===== src/rtl/board_id_map.svh =====
`ifndef BOARD_ID_MAP_SVH
`define BOARD_ID_MAP_SVH
// Register byte offsets
`define OFS_BOARD_REVISION 12'h010
`define OFS_CLOCK_LOCK_STATUS 12'h100
`define OFS_BUILD_CAPABILITIES 12'hFF8
`define OFS_IMAGE_IDENTIFICATION 12'hFFC
// Board revision codes
`define REV_A 4'h0
`define REV_B 4'h1
`define REV_C 4'h2
// Field positions of the lock register
`define LOCK_MASK_LSB 24
`define LOCK_STATE_LSB 16
`define LOCK_ALL_BIT 0
// Field positions of the build register
`define BUILD_NUM_LSB 24
`define BUILD_TARGET_LSB 20
`define BUILD_SW_BIT 10
`define BUILD_LED_BIT 9
`define BUILD_LOCK_BIT 8
// Field positions of the image register
`define IMG_IMPL_LSB 24
`define IMG_VARIANT_LSB 20
`define IMG_ARCH_LSB 16
`define IMG_NOTE_LSB 4
// Reset value of the mask: all DLLs included
`define LOCK_MASK_RESET 8'hFF
// Synchroniser and filtered lock state start unlocked
`define LOCK_CLEAR 8'h00
// Every lock bit set, for comparisons of the whole lock field
`define LOCK_ALL_ONES 8'hFF
`define USER_REG_MAX 8'h08
`define ZERO_WORD 32'h0000_0000
`endif


===== src/rtl/board_id_pkg.sv =====
`default_nettype none
package board_id_pkg;
  typedef logic [31:0] word_t;
  typedef logic [7:0] dll_vec_t;
endpackage
`default_nettype wire


===== src/rtl/board_id_regs.sv =====
`timescale 1ns/1ps
`default_nettype none
`include "board_id_map.svh"
module board_id_regs #(
  parameter logic [3:0] BOARD_REV = `REV_A,
  parameter logic [7:0] BUILD_NUM = 8'h01,
  parameter logic [3:0] TARGET_REV = `REV_A,
  parameter logic SW_READ_OK = 1'b1,
  parameter logic LIGHT_READ_OK = 1'b1,
  parameter logic LOCK_READ_OK = 1'b1,
  parameter logic [7:0] USER_REGS = 8'h08,
  parameter logic [7:0] IMPL_CODE = 8'h5A,   // Arbitrary value
  parameter logic [3:0] VARIANT = 4'h0,
  parameter logic [3:0] ARCH_CODE = 4'h3,    // Arbitrary value
  parameter logic [11:0] NOTE_NUM = 12'h123, // Arbitrary value
  parameter logic [3:0] MINOR_REV = 4'h0
) (
  input wire logic clk_sys_i,
  input wire logic rst_i,
  input wire logic [11:0] addr_i,
  input wire logic wr_en_i,
  input wire logic rd_en_i,
  input wire logic [31:0] wdata_i,
  input wire logic [7:0] dll_locked_i,
  output logic [31:0] rdata_o,
  output logic rvalid_o
);

  ////////////////////////////////////////////////////////////////////////////
  // Lock inputs come from other clock domains: three stages, vote on last two
  board_id_pkg::dll_vec_t s1_q, s2_q, s3_q, lock_q;
  board_id_pkg::dll_vec_t s1_d, s2_d, s3_d, lock_d;
  board_id_pkg::dll_vec_t mask_q, mask_d;
  board_id_pkg::word_t rdata_q, rdata_d;
  logic rvalid_q, rvalid_d;
  logic all_locked;
  board_id_pkg::word_t rev_word, lock_word, build_word, image_word;

  // A bit only changes once two stages agree, filtering one-cycle glitches
  always_comb begin
    s1_d = dll_locked_i;
    s2_d = s1_q;
    s3_d = s2_q;
    lock_d = lock_q;
    for (int i = 0; i < 8; i++) begin
      if (s2_q[i] == s3_q[i]) begin
        lock_d[i] = s3_q[i];
      end
    end
  end

  // Reset reports every DLL unlocked until the inputs have settled
  always_ff @(posedge clk_sys_i) begin
    if (rst_i) begin
      s1_q <= `LOCK_CLEAR;
      s2_q <= `LOCK_CLEAR;
      s3_q <= `LOCK_CLEAR;
      lock_q <= `LOCK_CLEAR;
    end else begin
      s1_q <= s1_d;
      s2_q <= s2_d;
      s3_q <= s3_d;
      lock_q <= lock_d;
    end
  end

  ////////////////////////////////////////////////////////////////////////////
  // Mask register: only the top byte of the lock word is writable
  always_comb begin
    mask_d = mask_q;
    if (wr_en_i && addr_i == `OFS_CLOCK_LOCK_STATUS) begin
      mask_d = wdata_i[`LOCK_MASK_LSB +: 8];
    end
  end

  // All DLLs included after reset, so no lock loss is hidden by default
  always_ff @(posedge clk_sys_i) begin
    if (rst_i) begin
      mask_q <= `LOCK_MASK_RESET;
    end else begin
      mask_q <= mask_d;
    end
  end

  // Excluded DLLs count as locked, so an empty mask reads all-locked
  assign all_locked = &(lock_q | ~mask_q);

  ////////////////////////////////////////////////////////////////////////////
  // Read words; reserved bits read zero, constants ignore writes
  assign rev_word = {28'h0000000, BOARD_REV};
  assign lock_word = {mask_q, lock_q, 15'h0000, all_locked};
  // Count is clamped so a bad build setting never reports above eight
  assign build_word = {BUILD_NUM, TARGET_REV, 9'h000, SW_READ_OK,
    LIGHT_READ_OK, LOCK_READ_OK,
    (USER_REGS > `USER_REG_MAX) ? `USER_REG_MAX : USER_REGS};
  assign image_word = {IMPL_CODE, VARIANT, ARCH_CODE, NOTE_NUM,
    MINOR_REV};

  // Read mux: one cycle latency, unmapped offsets return zero
  always_comb begin
    rdata_d = rdata_q;
    rvalid_d = rd_en_i;
    if (rd_en_i) begin
      unique case (addr_i)
        `OFS_BOARD_REVISION: rdata_d = rev_word;
        `OFS_CLOCK_LOCK_STATUS: rdata_d = lock_word;
        `OFS_BUILD_CAPABILITIES: rdata_d = build_word;
        `OFS_IMAGE_IDENTIFICATION: rdata_d = image_word;
        default: rdata_d = `ZERO_WORD;
      endcase
    end
  end

  // Read port registers
  always_ff @(posedge clk_sys_i) begin
    if (rst_i) begin
      rdata_q <= `ZERO_WORD;
      rvalid_q <= 1'b0;
    end else begin
      rdata_q <= rdata_d;
      rvalid_q <= rvalid_d;
    end
  end

  // Outputs come straight from registers, never from the read mux
  assign rdata_o = rdata_q;
  assign rvalid_o = rvalid_q;

  // Decode of the four mapped offsets, used only by the checks
  logic addr_mapped;
  assign addr_mapped = addr_i == `OFS_BOARD_REVISION ||
    addr_i == `OFS_CLOCK_LOCK_STATUS || addr_i == `OFS_BUILD_CAPABILITIES ||
    addr_i == `OFS_IMAGE_IDENTIFICATION;
endmodule // board_id_regs
`default_nettype wire


===== config.mk =====
export PLATFORM = sky130hd
export DESIGN_NAME = board_id_regs
export DESIGN_NICKNAME = d
export VERILOG_FILES = /design/src/rtl/board_id_pkg.sv /design/src/rtl/board_id_regs.sv
export VERILOG_INCLUDE_DIRS = /design/src /design/src/rtl
export SDC_FILE = /design/constraint.sdc
export NUM_CORES = 1
export LEC_CHECK = 0
export BUFFER_PORTS_ARGS = -buffer_cell sky130_fd_sc_hd__buf_4
export CAP_MARGIN = 20
export CORE_UTILIZATION = 25
export CTS_CLUSTER_SIZE = 30
export DETAILED_ROUTE_END_ITERATION = 8
export PLACE_DENSITY_LB_ADDON = 0.25
export SETUP_SLACK_MARGIN = 0.2
export SYNTH_ARGS = -nofsm -noshare
export SYNTH_HDL_FRONTEND = slang
export SYNTH_SLANG_ARGS = --single-unit
export TNS_END_PERCENT = 1

===== constraint.sdc =====
create_clock -name clk_sys_i -period 1.3 [get_ports clk_sys_i]
set_clock_uncertainty 0.15 [all_clocks]
set_input_delay 0.195 -clock clk_sys_i [delete_from_list [all_inputs] [get_ports clk_sys_i]]
set_output_delay 0.195 -clock clk_sys_i [all_outputs]
set_load 0.01 [all_outputs]

==> run_results.csv, run 1 <==
group,metric,value,unit
run_status,status,"finished clean",
floorplan,core_area,8721,um^2
worst_setup_path,worstPathMaxFanout,2,
floorplan,ioPinCount,89,
finish,multi_input_area,955.9,um^2
worst_setup_path,path_depth,5,
global_route,antenna_found_initial,0,
floorplan,die_y,96.78,um
cts,path_clk_slew,0.06,ns
global_route,gr-total-overflow,0,
synthesis,ys_seq_area_share,54.37,%
timing,tns,0,ns
finish,diodes,0,
finish,drive_gt1_share,41.25,%
power,peakVddDrop,0.5099,mV
timing,max_freq,790.2,MHz
synthesis,yosysTopAreaCell,"dfxtp_1",
cts,clk_latency,0.33,ns
routing,drt_iter0_drc,59,
hold_path,hold_path_class,"primary input to flop",
routing,drt-vias-per-instance,4.238,
placed_design,gp_congestion,0.6887,
power,p_leak,1.375,nW
synthesis,yosysUniqueCellTypes,24,
finish,final_core_util,38.55,%
floorplan,die_w,96.78,um
placed_design,dp_cells,405,
timing,fin_crit,1.266,ns
timing,setup-violations-final,0,
routing,drc,0,
worst_setup_path,start_kind,"flop",
floorplan,row_count,34,
finish,register_area,1255,um^2
routing,dr_total_vias,1814,
synthesis,synth_area_leaders,"dfxtp_1 (54%), nor2b_1 (11%), a21oi_1 (4.7%), buf_4 (4.3%), nor2_1 (3.3%)",
finish,stdcell_area,3362,um^2
timing,drv_slew,0,
cts,cts.sinks,61,
timing,whs,0.03167,ns
worst_setup_path,critPathTopFamily,"compound AO/OA/AOI/OAI gates",
worst_setup_path,cp.buffers_inverters,1,
routing,ant_nets,0,
global_route,grt_first_pass_wirelength,8.010,mm
power,power,3.775,mW
routing,dr.pass1.iters,4,
timing,setup_ws,0.03445,ns
placed_design,hpwlAfterDp,3.206,mm
routing,wl,4.851,mm
power,powerDensity,1123,nW/um^2
finish,fillers,874,
synthesis,synth_area,2246,um^2
worst_setup_path,crit_path_end_kind,"flop",
placed_design,placed_area,2846,um^2
floorplan,dieArea,9366,um^2
synthesis,synth_top_cell_area_share,54.37,%
cts,clock_path_buffers,2,
flow_run,max_cap_violations,0,
synthesis,syn_inst,240,
finish,area_growth,49.69,%
finish,instances_no_fill,428,
placed_design,post-place-ws,-0.2256,ns
cts,htreeDepth,3,
global_route,grt_pass1_vias,1711,
worst_setup_path,path_class,"flop to flop",
global_route,grt_usage,11.00,%
synthesis,ys_warn_count,0,
synthesis,avgSynthCellArea,9.358,um^2
hold_path,holdPathStages,4,
finish,nets,372,
floorplan,start_util,25.75,%
placed_design,port_buffers,56,
timing,timing.final.crit_share,97.35,%
timing,hold_violations,0,
routing,wl_per_cell,11.33,um
timing,rsz0062_at_grt,"yes",
cts,cts_setup_buffers,0,
worst_setup_path,crit_chain,"nor2b_4, a2111oi_4, buf_4, nand4_1, o21ai_1",
worst_setup_path,cp.required,1.42,ns
worst_setup_path,critical-path-max-stage-delay,0.32,ns
cts,cts_tree,"built",
cts,clock-root-buffer,"clkbuf_8",
synthesis,yosys_register_bits,61,
worst_setup_path,reg2reg_depth,5,
global_route,grt_max_degree,32,
cts,cts_buffers,9,
worst_setup_path,worstPathArrival,1.38,ns
worst_setup_path,crit_slowest_cell,"dfxtp_2",
[worst register-to-register path: cells and delay by family, from the launching register on]
kind	cells	cell delay [ns]
simple gates	2	0.19
flops	1	0.32
compound gates	2	0.38
buf+inv	1	0.15
[where the power goes]
| group | internal, mW | switching (mW) | total [mW] |
|---|---|---|---|
| clock network | 0.982 | 0.663 | 1.64 |
| registers | 1.90 | 0.0109 | 1.91 |
| logic | 0.128 | 0.0944 | 0.222 |
[final timing paths]
kind / startpoint / endpoint / slack [ns]
min reg2reg: s1_q[7] / s2_q[7] / 0.29
max reg2reg: mask_q[5] / rdata_o[0] / 0.03
min: wdata_i[24] / mask_q[0] / 0.03
max: mask_q[5] / rdata_o[0] / 0.03
[flip-flops by register name, indices dropped and copies added, names as in the netlist]
| signal | cells |
|---|---|
| mask_q | 8 |
| rdata_o | 20 |
| s2_q | 8 |
| s1_q | 8 |
| lock_q | 8 |
| s3_q | 8 |
| rvalid_o | 1 |
[layout by cell type, fill, tap and decap left out, drive strengths merged]
| cell type | Yosys | final |
|---|---|---|
| buf | 15 | 74 |
| dfxtp | 61 | 61 |
| nor2b | 38 | 38 |
| a21oi | 21 | 21 |
| nor2 | 20 | 20 |
| nand2 | 15 | 15 |
| clkbuf | 9 | 14 |
| inv | 13 | 13 |
| nand2b | 10 | 10 |
| o21ai | 9 | 9 |
| a211o | 8 | 8 |
| conb | 1 | 8 |
| dlygate4sd3 | 0 | 8 |
| a31oi | 7 | 7 |
| nand4 | 4 | 4 |
| and4bb | 2 | 2 |
| nor4 | 1 | 1 |
| nor3 | 1 | 1 |
| and4 | 1 | 1 |
| nand3 | 1 | 1 |
| nand3b | 1 | 1 |
| a222oi | 1 | 1 |
| a2111oi | 1 | 1 |
| bufinv | 0 | 1 |
[kinds of logic after synthesis]
family	share of synthesized area [%]
and+or+nand+nor	23.84
AOI/OAI and AO/OA	12.59
other	0.1670
buffers and inverters	9.025
DFF	54.37
[cell usage after synthesis]
| cell | n |
|---|---|
| buf_4 | 13 |
| o21ai_0 | 9 |
| nand4_2 | 1 |
| a2111oi_0 | 1 |
| nand2b_1 | 10 |
| a31oi_1 | 7 |
| nand3b_1 | 1 |
| nor2b_1 | 38 |
| nor3_1 | 1 |
| clkbuf_1 | 9 |
| buf_6 | 2 |
| inv_1 | 13 |
| and4_1 | 1 |
| a21oi_1 | 21 |
| nor4_4 | 1 |
| a211o_1 | 8 |
| a222oi_1 | 1 |
| conb_1 | 1 |
| and4bb_2 | 2 |
| nand3_1 | 1 |
| nor2_1 | 20 |
| nand4_1 | 3 |
| dfxtp_1 | 61 |
| nand2_1 | 15 |
[layout make-up]
type	count	share of cell area (%)
Multi-Input combinational cell	149	28.43
Inverter	13	1.451
Clock inverter	1	0.8932
Timing Repair Buffer	82	23.04
Sequential cell	61	37.33
Clock buffer	14	4.838
Tap cell	108	4.019
[routing by layer]
layer,up-vias,share of wire [%],track usage [%]
met5,-,0,0
met3,10,5.5,3.757
li1,917,-,-
met2,54,45,16.36
met1,833,47,13.73
met4,0,2.6,6.544
[timing repair]
item	in CTS	in global routing
setup endpoints to repair	43	50
hold buffers	8	0
resized for setup	7	73
pin swaps	2	36
endpoints found under the hold margin	8	0
No activity file was read; power rests on OpenSTA's default activity.
==> inputs of run 2 (changes only) <==
--- a/config.mk
+++ b/config.mk
@@ -8,6 +8,7 @@
 export LEC_CHECK = 0
 export BUFFER_PORTS_ARGS = -buffer_cell sky130_fd_sc_hd__buf_4
 export CAP_MARGIN = 20
+export CORE_MARGIN = 3
 export CORE_UTILIZATION = 25
 export CTS_CLUSTER_SIZE = 30
 export DETAILED_ROUTE_END_ITERATION = 8
==> constraint.sdc (replaced) <==
create_clock -name clk_sys_i -period 1.6 [get_ports clk_sys_i]
set_clock_uncertainty 0.15 [all_clocks]
set_input_delay 0.24 -clock clk_sys_i [delete_from_list [all_inputs] [get_ports clk_sys_i]]
set_output_delay 0.24 -clock clk_sys_i [all_outputs]
set_load 0.01 [all_outputs]
==> run_results.csv, run 2 (synthesis results as in run 1) <==
group,metric,value,unit
run_status,status,"finished clean",
timing,rsz0062_at_grt,"no",
power,p_leak,1.232,nW
power,power,3.043,mW
placed_design,post-place-ws,0.04287,ns
worst_setup_path,worstPathArrival,1.39,ns
routing,dr.pass1.iters,4,
timing,setup-violations-final,0,
finish,diodes,0,
worst_setup_path,start_kind,"flop",
floorplan,dieArea,10160,um^2
cts,cts.sinks,61,
worst_setup_path,crit_slowest_cell,"a2111oi_2",
timing,fin_crit,1.290,ns
hold_path,hold_path_class,"primary input to flop",
global_route,grt_pass1_vias,1636,
finish,nets,360,
global_route,grt_first_pass_wirelength,7.645,mm
floorplan,row_count,33,
cts,cts_tree,"built",
global_route,gr-total-overflow,0,
routing,met3_length,432,um
timing,drv_slew,0,
timing,whs,0.07789,ns
routing,wl_met1,2.221,mm
worst_setup_path,crit_chain,"nor2b_1, a2111oi_2, nand4_1, o21ai_0",
cts,cts_setup_buffers,0,
cts,htreeDepth,3,
routing,top_layer_used,"met4",
power,powerDensity,1003,nW/um^2
routing,drt-vias-per-instance,4.138,
placed_design,dp_cells,390,
routing,drc,0,
power,peakVddDrop,0.5532,mV
worst_setup_path,cp.required,1.70,ns
timing,tns,0,ns
timing,max_freq,775.0,MHz
floorplan,die_y,100.8,um
routing,ant_nets,0,
placed_design,hpwlAfterDp,3.192,mm
cts,path_clk_slew,0.06,ns
routing,wl_met2,2.049,mm
global_route,grt_usage,9.853,%
floorplan,core_area,8464,um^2
finish,layout_common_cells,"dfxtp_1 (60), buf_4 (59), nor2b_1 (38)",
finish,final_common_cell,"dfxtp_1",
routing,wl_per_cell,11.52,um
global_route,antenna_found_initial,0,
routing,wl,4.771,mm
floorplan,start_util,26.53,%
worst_setup_path,worstPathMaxFanout,3,
finish,drive_gt1_share,26.54,%
worst_setup_path,path_class,"flop to flop",
finish,largest_reg_flops,20,
timing,hold_violations,0,
floorplan,die_w,100.8,um
worst_setup_path,critical-path-max-stage-delay,0.39,ns
placed_design,port_buffers,56,
finish,area_growth,35.04,%
cts,clock_path_buffers,2,
routing,drt_iter0_drc,48,
finish,instances_no_fill,414,
flow_run,max_cap_violations,0,
timing,setup_ws,0.3097,ns
floorplan,ioPinCount,89,
global_route,grt_max_degree,31,
cts,clock-root-buffer,"clkbuf_8",
cts,clk_latency,0.33,ns
cts,cts_buffers,9,
routing,dr_total_vias,1713,
placed_design,gp_congestion,0.6981,
worst_setup_path,crit_path_end_kind,"flop",
timing,timing.final.crit_share,80.64,%
## run 2: cell types whose count changed in the layout (fill, tap and decap cells not counted), sizes merged
cell      before  now
buf           74   62
clkinvlp       0    1
clkinv         0    2
clkbuf        14   12
## run 2: cell type report
type | instances | area (um^2)
Clock buffer | 12 | 145.1
Clock inverter | 4 | 47.55
Fill cell | 886 | 5431
Inverter | 13 | 48.80
Multi-Input combinational cell | 149 | 854.6
Sequential cell | 61 | 1222
Tap cell | 105 | 131.4
Timing Repair Buffer | 70 | 583.1
## run 2: worst paths after layout
check / startpoint / to / slack, ns / depth (start not counted)
worst max-delay path: mask_q[1] / rdata_o[0] / 0.31 / 4
worst max register to register: mask_q[1] / rdata_o[0] / 0.31 / 4
worst min register to register: s1_q[4] / s2_q[4] / 0.28 / 1
worst min-delay path: wdata_i[26] / mask_q[2] / 0.08 / 4
## run 2: per-stage QoR
stage	instance area, um^2	utilization, %
after floorplan	2272	-
after global routing	3033	35.83
after detailed placement	2753	32.52
final	3033	35.83
after global placement	2753	32.52
after CTS	3027	35.76
## run 2: repair_timing
item                       CTS  global route
hold buffers                 8             0
hold endpoints to repair     8             0
setup endpoints to repair    1             1
resized for setup            1             2
pin swaps                    0             1
## run 2: per-layer routing
metal / global-route usage (%) / vias up
li1: - / 892
met1: 11.57 / 759
met2: 15.29 / 57
met3: 5.260 / 5
met4: 3.420 / 0
met5: 0 / -
## run 2: where the power goes
| part | internal [mW] | leakage [nW] | total (mW) | switching (mW) |
|---|---|---|---|---|
| Clock | 0.757 | 0.0964 | 1.32 | 0.566 |
| Sequential | 1.54 | 0.497 | 1.55 | 0.00817 |
| Combinational | 0.0947 | 0.639 | 0.167 | 0.0725 |
## run 2: critical path, delay by kind of cell, from the launching register on
kind	cells	cell delay, ns
flip-flops	1	0.32
AO/OA/AOI/OAI	2	0.48
AND/OR/NAND/NOR	2	0.27
==> inputs of run 3 (changes only) <==
==> constraint.sdc (replaced) <==
create_clock -name clk_sys_i -period 1.1 [get_ports clk_sys_i]
set_clock_uncertainty 0.15 [all_clocks]
set_input_delay 0.165 -clock clk_sys_i [delete_from_list [all_inputs] [get_ports clk_sys_i]]
set_output_delay 0.165 -clock clk_sys_i [all_outputs]
set_load 0.01 [all_outputs]
==> run_results.csv, run 3 (synthesis results as in run 1) <==
group,metric,value,unit
run_status,status,"complete, but fails checks",
run_status,violations,"negative hold slack, negative setup slack",
global_route,grt_pass1_vias,1788,
worst_setup_path,reg2reg_slack,-0.05,ns
timing,rsz0062_at_grt,"yes",
power,switching_share,22.79,%
finish,instances_no_fill,435,
routing,drc,0,
floorplan,die_y,100.8,um
worst_setup_path,crit_path_end_kind,"flop",
timing,tns,-0.4656,ns
worst_setup_path,crit-reg2reg-launch,"mask_q[5]",
timing,drv_slew,0,
cts,cts_buffers,9,
finish,nets,381,
timing,max_freq,857.5,MHz
global_route,gr-total-overflow,0,
worst_setup_path,reg2reg_depth,4,
floorplan,die_w,100.8,um
worst_setup_path,r2r_end,"rdata_o[0]",
floorplan,row_count,33,
worst_setup_path,path_class,"primary input to flop",
routing,ant_nets,0,
cts,clock-root-buffer,"clkbuf_8",
placed_design,hpwlAfterDp,3.483,mm
power,p_leak,1.377,nW
power,pwr-share-comb,6.4,%
cts,htreeDepth,3,
cts,clk_latency,0.33,ns
timing,setup_ws,-0.06618,ns
cts,cts_hold_buf,8,
power,peakVddDrop,0.7614,mV
global_route,grt_max_degree,23,
flow_run,max_cap_violations,0,
hold_path,holdPathStages,2,
hold_path,min_from,"rst_i",
routing,drt-vias-per-instance,4.230,
cts,path_clk_slew,0.07,ns
floorplan,dieArea,10160,um^2
routing,drt_iter0_drc,33,
routing,wl,5.015,mm
global_route,grt_first_pass_wirelength,8.362,mm
hold_path,holdPathEnd,"rdata_o[23]",
placed_design,gp_congestion,0.7131,
placed_design,port_buffers,56,
finish,final_core_util,39.85,%
worst_setup_path,worstPathMaxFanout,17,
worst_setup_path,start_kind,"primary input",
floorplan,ioPinCount,89,
finish,final_common_cell,"buf_4",
cts,cts_tree,"built",
floorplan,start_util,26.53,%
timing,whs,-0.02123,ns
power,powerDensity,1227,nW/um^2
power,power_frac_seq,54.6,%
finish,drive_gt1_share,44.55,%
hold_path,hold_path_class,"primary input to flop",
global_route,antenna_found_initial,0,
routing,dr_total_vias,1840,
timing,fin_crit,1.166,ns
worst_setup_path,cp.required,1.20,ns
timing,setup-violations-final,24,
routing,wl_per_cell,11.53,um
power,p_int,3.197,mW
global_route,grt_usage,10.66,%
routing,dr.pass1.iters,4,
finish,layout_common_cells,"buf_4 (55), nor2b_1 (35), dfxtp_1 (31)",
power,pwr-share-clk,39.0,%
placed_design,dp_cells,411,
cts,cts.sinks,61,
worst_setup_path,worstPathArrival,1.26,ns
power,p_sw,943.6,uW
timing,hold_violations,3,
cts,clock_path_buffers,2,
finish,largest_reg_flops,20,
finish,diodes,0,
finish,area_growth,50.20,%
timing,timing.final.crit_share,106.0,%
placed_design,post-place-ws,-0.3895,ns
floorplan,core_area,8464,um^2
[run 3: metal layers]
layer	wire (um)	track usage [%]	vias up	share of wire (%)
li1	-	-	945	-
met1	2228	13.52	838	44
met2	2335	16.05	52	47
met3	392	4.913	5	7.8
met4	58	3.420	0	1.2
met5	0	0	-	0
[run 3: through the flow]
step	cell area [um^2]	total power, mW
2_1_floorplan	2276	2.425
3_3_place_gp	2910	2.541
3_5_place_dp	2910	2.545
4_1_cts	3252	4.212
5_1_grt	3373	4.359
6_report	3373	4.140
[run 3: how the worst max path moves through the flow]
stage	endpoint	start	slack, ns	depth (start not counted)
after floorplan	mask_q[0]	addr_i[10]	-0.21	4
after global placement	rdata_o[25]	addr_i[10]	-0.35	6
after detailed placement	rdata_o[28]	addr_i[10]	-0.39	6
after CTS	rdata_o[0]	mask_q[1]	-0.1	4
after global routing	rdata_o[0]	mask_q[5]	-0.13	4
final	rdata_o[28]	addr_i[10]	-0.07	6
[run 3: critical path: stages]
cell	delay (ns)
buf_4	0.13
nor4_4	0.30
and4_1	0.28
buf_12	0.16
nand2_1	0.07
a31oi_1	0.16
[run 3: timing repair]
action                     CTS  global route
resized for setup           49            37
setup buffers                0             0
pin swaps                   17            22
hold endpoints to repair    12             3
setup endpoints to repair   59            61
[run 3: power by group through the flow]
| stage | registers (mW) | logic (mW) | clock network (mW) |
|---|---|---|---|
| after floorplan | 2.31 | 0.118 | 0 |
| after global placement | 2.31 | 0.234 | 0 |
| after detailed placement | 2.31 | 0.236 | 0 |
| after CTS | 2.26 | 0.262 | 1.69 |
| after global routing | 2.27 | 0.292 | 1.80 |
| final | 2.26 | 0.263 | 1.61 |
[run 3: cell type report]
cell class	count	area, um^2
clock inverters	5	27.53
multi-input cells	149	938.4
repair buffers	91	834.6
flip-flops and latches	61	1261
fillers	831	5091
well taps	105	131.4
inverters	13	48.80
clock buffers	11	131.4
